<file path="config.mk">
export PLATFORM = sky130hd
export DESIGN_NAME = fsr_regs
export DESIGN_NICKNAME = d
export VERILOG_FILES = /design/src/design/fsr_pkg.sv /design/src/design/fsr_pin_if.sv /design/src/design/fsr_regs.sv /design/src/design/fsr_sync.sv
export SDC_FILE = /design/constraint.sdc
export NUM_CORES = 1
export LEC_CHECK = 0
export BUFFER_PORTS_ARGS = -buffer_cell sky130_fd_sc_hd__buf_2
export CAP_MARGIN = 20
export CORE_MARGIN = 5
export CORE_UTILIZATION = 40
export DETAILED_ROUTE_END_ITERATION = 12
export GPL_TIMING_DRIVEN = 0
export SLEW_MARGIN = 5
export SYNTH_ARGS = -nofsm -noshare
export SYNTH_HDL_FRONTEND = slang
export SYNTH_HIERARCHICAL = 1
export SYNTH_SLANG_ARGS = --single-unit
</file>
<file path="constraint.sdc">
create_clock -name REF_CLK -period 2.8 [get_ports REF_CLK]
set_input_delay 0.14 -clock REF_CLK [delete_from_list [all_inputs] [get_ports REF_CLK]]
set_output_delay 0.14 -clock REF_CLK [all_outputs]
set_load 0.01 [all_outputs]
</file>
<file path="src/design/fsr_pkg.sv">
/*
 * Shared constants of the flash status and configuration register block:
 * opcodes, status bit positions, reset values and timing figures.
 * Assumes a 40 MHz system clock and a serial bus in clock mode 0 or 3.
 */
// Contract
// - Protect bits 00: write allowed when latch set.
// - Protect bits 01: pin low locks, high allows.
// - Protect bits 10: locked until power cycle.
// - Protect bits 11: status permanently locked; code reloads 00 on reset.
// - Quad enable turns protect/pause pins into data.
// - Three lock bits set once, never cleared; code clears them on reset.
// - Complement bit held, default zero.
// - Suspend sets matching suspended bit.
// - Resume or power cycle clears suspended bits.
// - Opcode 15h shifts configuration byte out anytime.
// - Dual-page bit selects 256 or 512 wrap.
// - Dual-page page erase covers 512 bytes.
// - Opcode 25h drives busy level continuously.
// - Poll output only falls, never rises.
// - Chip select high ends poll, output released.
// - Write status needs write-enable latch set.
// - Write leaves S15, S10, S1, S0 alone.
// - Only 8 or 16 data bits accepted.
// - Eight-bit write clears complement, quad, upper protect.
// - Valid write starts timed cycle, then clears.
// - Hardware protected mode ignores write status.
// - Latch clear rejects write, program, erase.
// - S0 reads one while any operation runs.
package fsr_pkg;
    // Opcodes.
    localparam logic [7:0] OPC_WRITE_ENABLE = 8'h06;
    localparam logic [7:0] OPC_WRITE_DISABLE = 8'h04;
    localparam logic [7:0] OPC_READ_STATUS_LO = 8'h05;
    localparam logic [7:0] OPC_READ_STATUS_HI = 8'h35;
    localparam logic [7:0] OPC_READ_CONFIG = 8'h15;
    localparam logic [7:0] OPC_READY_POLL = 8'h25;
    localparam logic [7:0] OPC_WRITE_STATUS = 8'h01;
    localparam logic [7:0] OPC_SUSPEND_A = 8'h75;
    localparam logic [7:0] OPC_SUSPEND_B = 8'hB0;
    localparam logic [7:0] OPC_RESUME_A = 8'h7A;
    localparam logic [7:0] OPC_RESUME_B = 8'h30;
    // Status word bit positions.
    localparam int SB_WIP = 0;
    localparam int SB_WEL = 1;
    localparam int SB_BP_LO = 2;
    localparam int SB_BP_HI = 6;
    localparam int SB_STATUS_PROTECT_LO = 7;
    localparam int SB_STATUS_PROTECT_HI = 8;
    localparam int SB_QE = 9;
    localparam int SB_PSUS = 10;
    localparam int SB_LOCK_LO = 11;
    localparam int SB_LOCK_HI = 13;
    localparam int SB_CMP = 14;
    localparam int SB_ESUS = 15;
    localparam int CB_DUAL_PAGE = 7;
    // Bit counts and widths.
    localparam logic [4:0] BITS_OPCODE = 5'h08;
    localparam logic [4:0] BITS_BYTE = 5'h08;
    localparam logic [4:0] BITS_WORD = 5'h10;
    localparam logic [4:0] BITS_ZERO = 5'h00;
    localparam logic [2:0] OUT_LAST = 3'h7;
    localparam logic [8:0] WRAP_MASK_256 = 9'h0FF;
    localparam logic [8:0] WRAP_MASK_512 = 9'h1FF;
    // Reset values of the held bits.
    localparam logic [4:0] RST_BLOCK_PROTECT = 5'h00;
    localparam logic [2:0] RST_SECURITY_LOCK = 3'h0;
    localparam logic [1:0] RST_PROTECT_MODE = 2'h0;
    localparam logic RST_BIT = 1'b0;
    // Protection modes {hi, lo}.
    localparam logic [1:0] SRP_SOFTWARE = 2'h0;
    localparam logic [1:0] SRP_PIN = 2'h1;
    localparam logic [1:0] SRP_LOCKDOWN = 2'h2;
    localparam logic [1:0] SRP_ONE_TIME = 2'h3;
    // Timing.
    localparam int CLK_PERIOD_NS = 25;
    localparam int TW_DEFAULT_NS = 8000000;

    typedef enum logic [2:0] {
        FSR_IDLE = 3'h0,
        FSR_OPCODE = 3'h1,
        FSR_DATA = 3'h3,
        FSR_SHOUT = 3'h2,
        FSR_POLL = 3'h6,
        FSR_SKIP = 3'h7
    } fsr_state_e;
endpackage : fsr_pkg

</file>
<file path="src/design/fsr_pin_if.sv">
/*
 * Carrier between a pin synchroniser and its user: raw pin, settled level
 * and one-cycle edge pulses. Assumes a single system clock.
 */
`timescale 1ns/1ps
`default_nettype none
interface fsr_pin_if;
    logic raw;
    logic level;
    logic rise;
    logic fall;
    modport sync (input raw, output level, rise, fall);
    modport user (output raw, input level, rise, fall);
endinterface : fsr_pin_if
`default_nettype wire

</file>
<file path="src/design/fsr_regs.sv">
/*
 * Status word and configuration byte of a serial flash, with the serial
 * command front end for write enable, status and configuration reads,
 * ready poll, status write and suspend/resume bookkeeping.
 * Assumes the array engine runs on REF_CLK and reports its busy levels.
 */
`timescale 1ns/1ps
`default_nettype none
module fsr_regs
    import fsr_pkg::*;
#(
    parameter int TW_NS = fsr_pkg::TW_DEFAULT_NS,
    parameter logic DUAL_PAGE_RESET = 1'b0
) (
    // Clock and reset.
    input wire logic REF_CLK,
    input wire logic RESET_N,
    // Serial bus pins.
    input wire logic SPI_CS_N,
    input wire logic SPI_SCLK,
    input wire logic SPI_SI,
    output logic SPI_SO_O,
    output logic SPI_SO_OE,
    // Shared pins.
    input wire logic WP_N,
    input wire logic PAUSE_N,
    // Array engine side.
    input wire logic ARRAY_PROGRAM_BUSY,
    input wire logic ARRAY_ERASE_BUSY,
    input wire logic ARRAY_WEL_CLEAR,
    output logic WRITE_ENABLE_LATCH,
    output logic SUSPEND_PULSE,
    output logic RESUME_PULSE,
    // Configuration seen by the array.
    output logic [4:0] BLOCK_PROTECT_FIELD,
    output logic PROTECT_COMPLEMENT,
    output logic [2:0] SECURITY_LOCK,
    output logic QUAD_PINS_EN,
    output logic PAUSE_ACTIVE,
    output logic [8:0] PAGE_WRAP_MASK,
    output logic DUAL_PAGE_ERASE
);
    import fsr_pkg::*;

    localparam int TW_CYCLES_RAW = TW_NS / CLK_PERIOD_NS;
    localparam int TW_CYCLES = (TW_CYCLES_RAW < 1) ? 1 : TW_CYCLES_RAW;

    ////////////////////////////////////////////////////////////////////////
    // Pin synchronisers.
    fsr_pin_if cs_p ();
    fsr_pin_if sck_p ();
    fsr_pin_if si_p ();
    fsr_pin_if wp_p ();
    fsr_pin_if pause_p ();
    assign cs_p.raw = SPI_CS_N;
    assign sck_p.raw = SPI_SCLK;
    assign si_p.raw = SPI_SI;
    assign wp_p.raw = WP_N;
    assign pause_p.raw = PAUSE_N;

    fsr_sync #(.RESET_LEVEL(1'b1)) u_cs (.clk(REF_CLK), .rst_n(RESET_N), .pin(cs_p));
    fsr_sync #(.RESET_LEVEL(1'b0)) u_sck (.clk(REF_CLK), .rst_n(RESET_N), .pin(sck_p));
    fsr_sync #(.RESET_LEVEL(1'b0)) u_si (.clk(REF_CLK), .rst_n(RESET_N), .pin(si_p));
    fsr_sync #(.RESET_LEVEL(1'b1)) u_wp (.clk(REF_CLK), .rst_n(RESET_N), .pin(wp_p));
    fsr_sync #(.RESET_LEVEL(1'b1)) u_pause (.clk(REF_CLK), .rst_n(RESET_N), .pin(pause_p));

    ////////////////////////////////////////////////////////////////////////
    // Held register bits. Reset stands for the power cycle.
    logic [1:0] protect_mode_reg;
    logic quad_enable_reg;
    logic [4:0] block_protect_reg;
    logic [2:0] security_lock_reg;
    logic complement_reg;
    logic erase_suspended_reg;
    logic program_suspended_reg;
    logic dual_page_reg;
    logic wel_reg;
    logic wr_busy_reg;
    logic [31:0] tw_count_reg;

    logic write_in_progress;
    logic wp_low;
    logic pause_low;
    logic status_locked;
    logic [15:0] status_word;
    logic [7:0] config_byte;

    // With quad enabled the protect and pause pins carry data instead.
    assign wp_low = ~quad_enable_reg & ~wp_p.level;
    assign pause_low = ~quad_enable_reg & ~pause_p.level;
    assign write_in_progress = wr_busy_reg | ARRAY_PROGRAM_BUSY | ARRAY_ERASE_BUSY;

    always_comb
    begin
        case (protect_mode_reg)
            SRP_SOFTWARE: status_locked = 1'b0;
            SRP_PIN: status_locked = wp_low;
            SRP_LOCKDOWN: status_locked = 1'b1;
            SRP_ONE_TIME: status_locked = 1'b1;
            default: status_locked = 1'b1;
        endcase
    end

    always_comb
    begin
        status_word = 16'h0000;
        status_word[SB_WIP] = write_in_progress;
        status_word[SB_WEL] = wel_reg;
        status_word[SB_BP_HI:SB_BP_LO] = block_protect_reg;
        status_word[SB_STATUS_PROTECT_LO] = protect_mode_reg[0];
        status_word[SB_STATUS_PROTECT_HI] = protect_mode_reg[1];
        status_word[SB_QE] = quad_enable_reg;
        status_word[SB_PSUS] = program_suspended_reg;
        status_word[SB_LOCK_HI:SB_LOCK_LO] = security_lock_reg;
        status_word[SB_CMP] = complement_reg;
        status_word[SB_ESUS] = erase_suspended_reg;
        config_byte = 8'h00;
        config_byte[CB_DUAL_PAGE] = dual_page_reg;
    end

    ////////////////////////////////////////////////////////////////////////
    // Serial front end.
    fsr_state_e state_reg;
    logic [4:0] bit_count_reg;
    logic [15:0] shift_in_reg;
    logic [7:0] command_reg;
    logic [7:0] shift_out_reg;
    logic [2:0] out_count_reg;
    logic so_reg;
    logic sclk_rise;
    logic sclk_fall;
    logic [7:0] opcode_now;
    logic [7:0] read_byte;
    logic end_frame;
    logic write_status_command_ok;
    logic [15:0] wide_word;

    // Clock edges are held off while the pause pin is active.
    assign sclk_rise = sck_p.rise & ~pause_low;
    assign sclk_fall = sck_p.fall & ~pause_low;
    assign opcode_now = {shift_in_reg[6:0], si_p.level};
    assign end_frame = cs_p.rise;
    assign read_byte = (command_reg == OPC_READ_CONFIG) ? config_byte :
        (command_reg == OPC_READ_STATUS_HI) ? status_word[15:8] : status_word[7:0];

    // Status write commits only at an exact byte boundary with the latch set.
    assign write_status_command_ok = end_frame && (state_reg == FSR_DATA) && wel_reg && !status_locked
        && !wr_busy_reg && (bit_count_reg == BITS_BYTE || bit_count_reg == BITS_WORD);
    // The first data byte is always S7..S0, so a long write arrives low byte first.
    assign wide_word = {shift_in_reg[7:0], shift_in_reg[15:8]};

    always_ff @(posedge REF_CLK or negedge RESET_N)
    begin
        if (!RESET_N)
        begin
            state_reg <= FSR_IDLE;
            bit_count_reg <= BITS_ZERO;
            shift_in_reg <= 16'h0000;
            command_reg <= 8'h00;
        end
        else if (cs_p.level)
        begin
            state_reg <= FSR_IDLE;
            bit_count_reg <= BITS_ZERO;
        end
        else if (state_reg == FSR_IDLE)
        begin
            state_reg <= FSR_OPCODE;
            bit_count_reg <= BITS_ZERO;
        end
        else if (sclk_rise)
        begin
            shift_in_reg <= {shift_in_reg[14:0], si_p.level};
            bit_count_reg <= (bit_count_reg == BITS_WORD) ? bit_count_reg : bit_count_reg + 5'h01;
            if (state_reg == FSR_OPCODE && bit_count_reg == BITS_OPCODE - 5'h01)
            begin
                command_reg <= opcode_now;
                bit_count_reg <= BITS_ZERO;
                case (opcode_now)
                    OPC_WRITE_STATUS: state_reg <= FSR_DATA;
                    OPC_READ_STATUS_LO: state_reg <= FSR_SHOUT;
                    OPC_READ_STATUS_HI: state_reg <= FSR_SHOUT;
                    OPC_READ_CONFIG: state_reg <= FSR_SHOUT;
                    OPC_READY_POLL: state_reg <= FSR_POLL;
                    default: state_reg <= FSR_SKIP;
                endcase
            end
            else if (state_reg == FSR_DATA && bit_count_reg == BITS_WORD)
            begin
                state_reg <= FSR_SKIP;
                bit_count_reg <= BITS_WORD + 5'h01;
            end
        end
    end

    // Output shifter: data changes on the falling clock edge.
    always_ff @(posedge REF_CLK or negedge RESET_N)
    begin
        if (!RESET_N)
        begin
            shift_out_reg <= 8'h00;
            out_count_reg <= 3'h0;
            so_reg <= 1'b0;
        end
        else if (state_reg == FSR_POLL)
        begin
            // Busy only falls during an operation, so the line only falls.
            so_reg <= write_in_progress;
        end
        else if (state_reg == FSR_SHOUT && sclk_fall)
        begin
            if (out_count_reg == 3'h0)
            begin
                so_reg <= read_byte[7];
                shift_out_reg <= {read_byte[6:0], 1'b0};
            end
            else
            begin
                so_reg <= shift_out_reg[7];
                shift_out_reg <= {shift_out_reg[6:0], 1'b0};
            end
            out_count_reg <= (out_count_reg == OUT_LAST) ? 3'h0 : out_count_reg + 3'h1;
        end
        else if (state_reg != FSR_SHOUT)
        begin
            out_count_reg <= 3'h0;
        end
    end

    ////////////////////////////////////////////////////////////////////////
    // Status writes and the self-timed cycle.
    always_ff @(posedge REF_CLK or negedge RESET_N)
    begin
        if (!RESET_N)
        begin
            protect_mode_reg <= RST_PROTECT_MODE;
            quad_enable_reg <= RST_BIT;
            block_protect_reg <= RST_BLOCK_PROTECT;
            security_lock_reg <= RST_SECURITY_LOCK;
            complement_reg <= RST_BIT;
        end
        else if (write_status_command_ok)
        begin
            // Suspend bits, latch and busy are never taken from the data.
            if (bit_count_reg == BITS_BYTE)
            begin
                protect_mode_reg <= {1'b0, shift_in_reg[SB_STATUS_PROTECT_LO]};
                block_protect_reg <= shift_in_reg[SB_BP_HI:SB_BP_LO];
                quad_enable_reg <= 1'b0;
                complement_reg <= 1'b0;
            end
            else
            begin
                protect_mode_reg <= {wide_word[SB_STATUS_PROTECT_HI], wide_word[SB_STATUS_PROTECT_LO]};
                block_protect_reg <= wide_word[SB_BP_HI:SB_BP_LO];
                quad_enable_reg <= wide_word[SB_QE];
                complement_reg <= wide_word[SB_CMP];
                security_lock_reg <= security_lock_reg
                    | wide_word[SB_LOCK_HI:SB_LOCK_LO];
            end
        end
    end

    always_ff @(posedge REF_CLK or negedge RESET_N)
    begin
        if (!RESET_N)
        begin
            wr_busy_reg <= 1'b0;
            tw_count_reg <= 32'h00000000;
        end
        else if (write_status_command_ok)
        begin
            wr_busy_reg <= 1'b1;
            tw_count_reg <= 32'(TW_CYCLES - 1);
        end
        else if (wr_busy_reg)
        begin
            if (tw_count_reg == 32'h00000000)
                wr_busy_reg <= 1'b0;
            else
                tw_count_reg <= tw_count_reg - 32'h00000001;
        end
    end

    // Write-enable latch; a new write enable wins over a clear.
    always_ff @(posedge REF_CLK or negedge RESET_N)
    begin
        if (!RESET_N)
            wel_reg <= 1'b0;
        else if (end_frame && state_reg == FSR_SKIP && bit_count_reg == BITS_ZERO
            && command_reg == OPC_WRITE_ENABLE)
            wel_reg <= 1'b1;
        else if (end_frame && state_reg == FSR_SKIP && bit_count_reg == BITS_ZERO
            && command_reg == OPC_WRITE_DISABLE)
            wel_reg <= 1'b0;
        else if ((wr_busy_reg && tw_count_reg == 32'h00000000) || ARRAY_WEL_CLEAR)
            wel_reg <= 1'b0;
    end

    ////////////////////////////////////////////////////////////////////////
    // Suspend and resume bookkeeping.
    logic suspend_cmd;
    logic resume_cmd;
    assign suspend_cmd = end_frame && state_reg == FSR_SKIP && bit_count_reg == BITS_ZERO
        && (command_reg == OPC_SUSPEND_A || command_reg == OPC_SUSPEND_B);
    assign resume_cmd = end_frame && state_reg == FSR_SKIP && bit_count_reg == BITS_ZERO
        && (command_reg == OPC_RESUME_A || command_reg == OPC_RESUME_B);

    always_ff @(posedge REF_CLK or negedge RESET_N)
    begin
        if (!RESET_N)
        begin
            erase_suspended_reg <= RST_BIT;
            program_suspended_reg <= RST_BIT;
            SUSPEND_PULSE <= 1'b0;
            RESUME_PULSE <= 1'b0;
        end
        else
        begin
            SUSPEND_PULSE <= suspend_cmd;
            RESUME_PULSE <= resume_cmd;
            if (resume_cmd)
            begin
                erase_suspended_reg <= 1'b0;
                program_suspended_reg <= 1'b0;
            end
            else if (suspend_cmd)
            begin
                if (ARRAY_ERASE_BUSY)
                    erase_suspended_reg <= 1'b1;
                if (ARRAY_PROGRAM_BUSY)
                    program_suspended_reg <= 1'b1;
            end
        end
    end

    // The dual-page bit is only loaded at power-up here.
    always_ff @(posedge REF_CLK or negedge RESET_N)
    begin
        if (!RESET_N)
            dual_page_reg <= DUAL_PAGE_RESET;
        else
            dual_page_reg <= dual_page_reg;
    end

    ////////////////////////////////////////////////////////////////////////
    // Outputs.
    assign SPI_SO_O = so_reg;
    assign SPI_SO_OE = (state_reg == FSR_POLL) || (state_reg == FSR_SHOUT);
    assign WRITE_ENABLE_LATCH = wel_reg;
    assign BLOCK_PROTECT_FIELD = block_protect_reg;
    assign PROTECT_COMPLEMENT = complement_reg;
    assign SECURITY_LOCK = security_lock_reg;
    assign QUAD_PINS_EN = quad_enable_reg;
    assign PAUSE_ACTIVE = pause_low;
    assign PAGE_WRAP_MASK = dual_page_reg ? WRAP_MASK_512 : WRAP_MASK_256;
    assign DUAL_PAGE_ERASE = dual_page_reg;
endmodule : fsr_regs
`default_nettype wire

</file>
<file path="src/design/fsr_sync.sv">
/*
 * Three-flop synchroniser for one asynchronous pin with edge pulses.
 * Assumes the pin changes slower than a few system clocks.
 */
`timescale 1ns/1ps
`default_nettype none
module fsr_sync #(
    parameter logic RESET_LEVEL = 1'b0
) (
    // Clock and reset.
    input wire logic clk,
    input wire logic rst_n,
    // Pin side and settled side.
    fsr_pin_if.sync pin
);
    logic s1_reg;
    logic s2_reg;
    logic s3_reg;
    logic level_reg;
    logic level_next;

    // A change counts only once the second and third stages agree.
    assign level_next = (s2_reg == s3_reg) ? s3_reg : level_reg;

    always_ff @(posedge clk or negedge rst_n)
    begin
        if (!rst_n)
        begin
            s1_reg <= RESET_LEVEL;
            s2_reg <= RESET_LEVEL;
            s3_reg <= RESET_LEVEL;
            level_reg <= RESET_LEVEL;
        end
        else
        begin
            s1_reg <= pin.raw;
            s2_reg <= s1_reg;
            s3_reg <= s2_reg;
            level_reg <= level_next;
        end
    end

    assign pin.level = level_reg;
    assign pin.rise = level_next & ~level_reg;
    assign pin.fall = ~level_next & level_reg;
endmodule : fsr_sync
`default_nettype wire

</file>
==> results.json <==
{
  "io_pins": 36,
  "clk_pin_slew_worst_paths_ns": 0.05,
  "p_sw_share_pct": 21.2,
  "portBuffers": 25,
  "dp_hpwl_microns": 8300,
  "power_density_nw_per_um2": 623,
  "wirelength_microns": 12000,
  "clkPwrFrac_pct": 55.5,
  "end_kind": "flip-flop",
  "pre_cts_slack_ns": -0.0956,
  "die_area_sq_um": 16000,
  "ant_nets": 0,
  "antennaDiodeCount": 0,
  "critPathSlowestCell": "or4b_2",
  "fin_skew_ns": 0.00722,
  "timing.rr.start": "tw_count_reg[0]",
  "timing.fmax_mhz": 377,
  "switching_power_uw": 866,
  "cts_inserted_buffers": 17,
  "die_width_microns": 126,
  "grt_usage_pct": 16.0,
  "drv_cap": 0,
  "final_max_slew_viol_count": 0,
  "finalHoldViolations": 0,
  "finalSetupViolCount": 0,
  "num_rows": 42,
  "grt_pass1_vias": 4052,
  "synth_warnings": 6,
  "r2r_setup_slack_ns": 0.14,
  "crit_path_end": "tw_count_reg[7]",
  "instances_no_fill": 729,
  "htreeDepth": 4,
  "cpPeakStageDelay_ns": 0.65,
  "fill_cells": 1217,
  "largest_reg_flops": 32,
  "crit_required_ns": 3.07,
  "final_cell_mix": "dfrtp_1 (101), nor2_1 (36), nand2_1 (35)",
  "place_congestion": 0.868,
  "drt-initial-drc-count": 172,
  "wl_per_cell_microns": 16.5,
  "post-route-min-period_ns": 2.66,
  "worstPathArrival_ns": 2.93,
  "first_pass_iters": 4,
  "fin_nets": 556,
  "die_h_microns": 126,
  "start_kind": "flip-flop",
  "intPower_mw": 3.22,
  "tightest_slew_ns": 0.685,
  "path_cells": "inv_1 > ha_1 > or4b_2 > or3_4 > o41a_4 > a311oi_2 > a41oi_1",
  "final_util_pct": 49.6,
  "worstReg2RegEnd": "tw_count_reg[7]",
  "rsz0062_at_grt": "no",
  "pwr-share-comb_pct": 2.9,
  "antenna_found_initial": 0,
  "viasPerCell": 5.46,
  "worst_ir_drop_vdd_uv": 354,
  "seq_power_share_pct": 41.6,
  "slew_headroom_pct": 54.4,
  "path_class": "reg2reg",
  "reg2reg_depth": 7,
  "clkSinkCount": 113,
  "finalCritPeriodShare_pct": 94.8,
  "netlist_area_sq_um": 5410,
  "syn_area_per_cell_sq_um": 11.3,
  "vias": 3978,
  "syn_to_final_growth_pct": 21.3,
  "cellLeakagePower_nw": 3.02,
  "status": "completed",
  "clk_latency_ns": 0.41,
  "drc": 0,
  "path_max_fanout": 8,
  "core_sq_um": 13200,
  "drive_above_1_share_pct": 26.4,
  "root_buffer": "clkbuf_16",
  "fin_ws_ns": 0.144,
  "layout_commonest_cell": "dfrtp_1",
  "dp.cells": 688,
  "initial_core_util_pct": 40.9,
  "grt.overflow.total": 0,
  "clk_path_buf_depth": 2,
  "grt_pass1_wl_microns": 20500,
  "grt_max_degree": 79,
  "hold_class": "in2async",
  "cts_tree": "done",
  "netlist_instances": 478,
  "setup.worst_path.start": "tw_count_reg[0]"
}
-- worst max-delay path: cells and delay by family, from the launching register on --
family / cells / cell delay, ns
adders and majority gates: 1 / 0.16
and+or+nand+nor: 2 / 1.04
DFF: 1 / 0.46
AOI/OAI and AO/OA: 3 / 0.76
buffers and inverters: 1 / 0.09
-- through the flow --
step / hold slack [ns] / instance area [sq um] / total power, mW / setup TNS, ns
final: 0.211 / 6570 / 4.09 / 0
after detailed placement: 0.0656 / 5820 / 1.84 / -0.405
after global placement: 0.244 / 5790 / 1.83 / -0.0306
after floorplan: -0.156 / 5440 / 1.78 / 0
after global routing: 0.240 / 6570 / 4.23 / 0
after CTS: 0.216 / 6540 / 4.13 / -0.0283
-- power by group through the flow --
stage	registers [mW]	logic (mW)	clock network [mW]
after floorplan	1.72	0.0575	0
after global placement	1.73	0.104	0
after detailed placement	1.73	0.111	0
after CTS	1.70	0.121	2.31
after global routing	1.71	0.134	2.39
final	1.70	0.118	2.27
-- per-layer routing --
metal / global-route usage, % / part of all wire, % / up-vias
met3: 4.54 / 4.5 / 30
li1: - / - / 1904
met5: 0 / 0 / -
met2: 25.0 / 47 / 96
met4: 7.57 / 3.3 / 0
met1: 20.7 / 45 / 1948
-- final cells by class --
class                      count  area (sq um)  area share, %
buffer                        28           164           2.50
clock buffer                  21           480           7.32
clock inverter                11           151           2.31
inverter                      12          45.0          0.686
multi-input combinational    333          2410           36.8
sequential                   113          2840           43.3
tap                          176           220           3.35
timing repair buffer          35           246           3.75
-- how the worst min path moves through the flow --
stage | startpoint | endpoint | slack (ns)
after floorplan | RESET_N | BLOCK_PROTECT_FIELD[0] | -0.16
after global placement | PAUSE_N | u_pause/s1_reg | 0.24
after detailed placement | RESET_N | tw_count_reg[7] | 0.07
after CTS | RESET_N | bit_count_reg[2] | 0.22
after global routing | RESET_N | bit_count_reg[2] | 0.24
final | RESET_N | tw_count_reg[7] | 0.21
-- timing repair --
item / CTS / global route
setup endpoints to repair: 17 / 26
gates resized for setup: 2 / 4
endpoints found under the hold margin: 42 / 0
pin swaps: 0 / 1
setup buffers: 0 / 1
gates cloned: 0 / 0
hold buffers: 8 / 0
No activity file was read; power rests on OpenSTA's default activity.
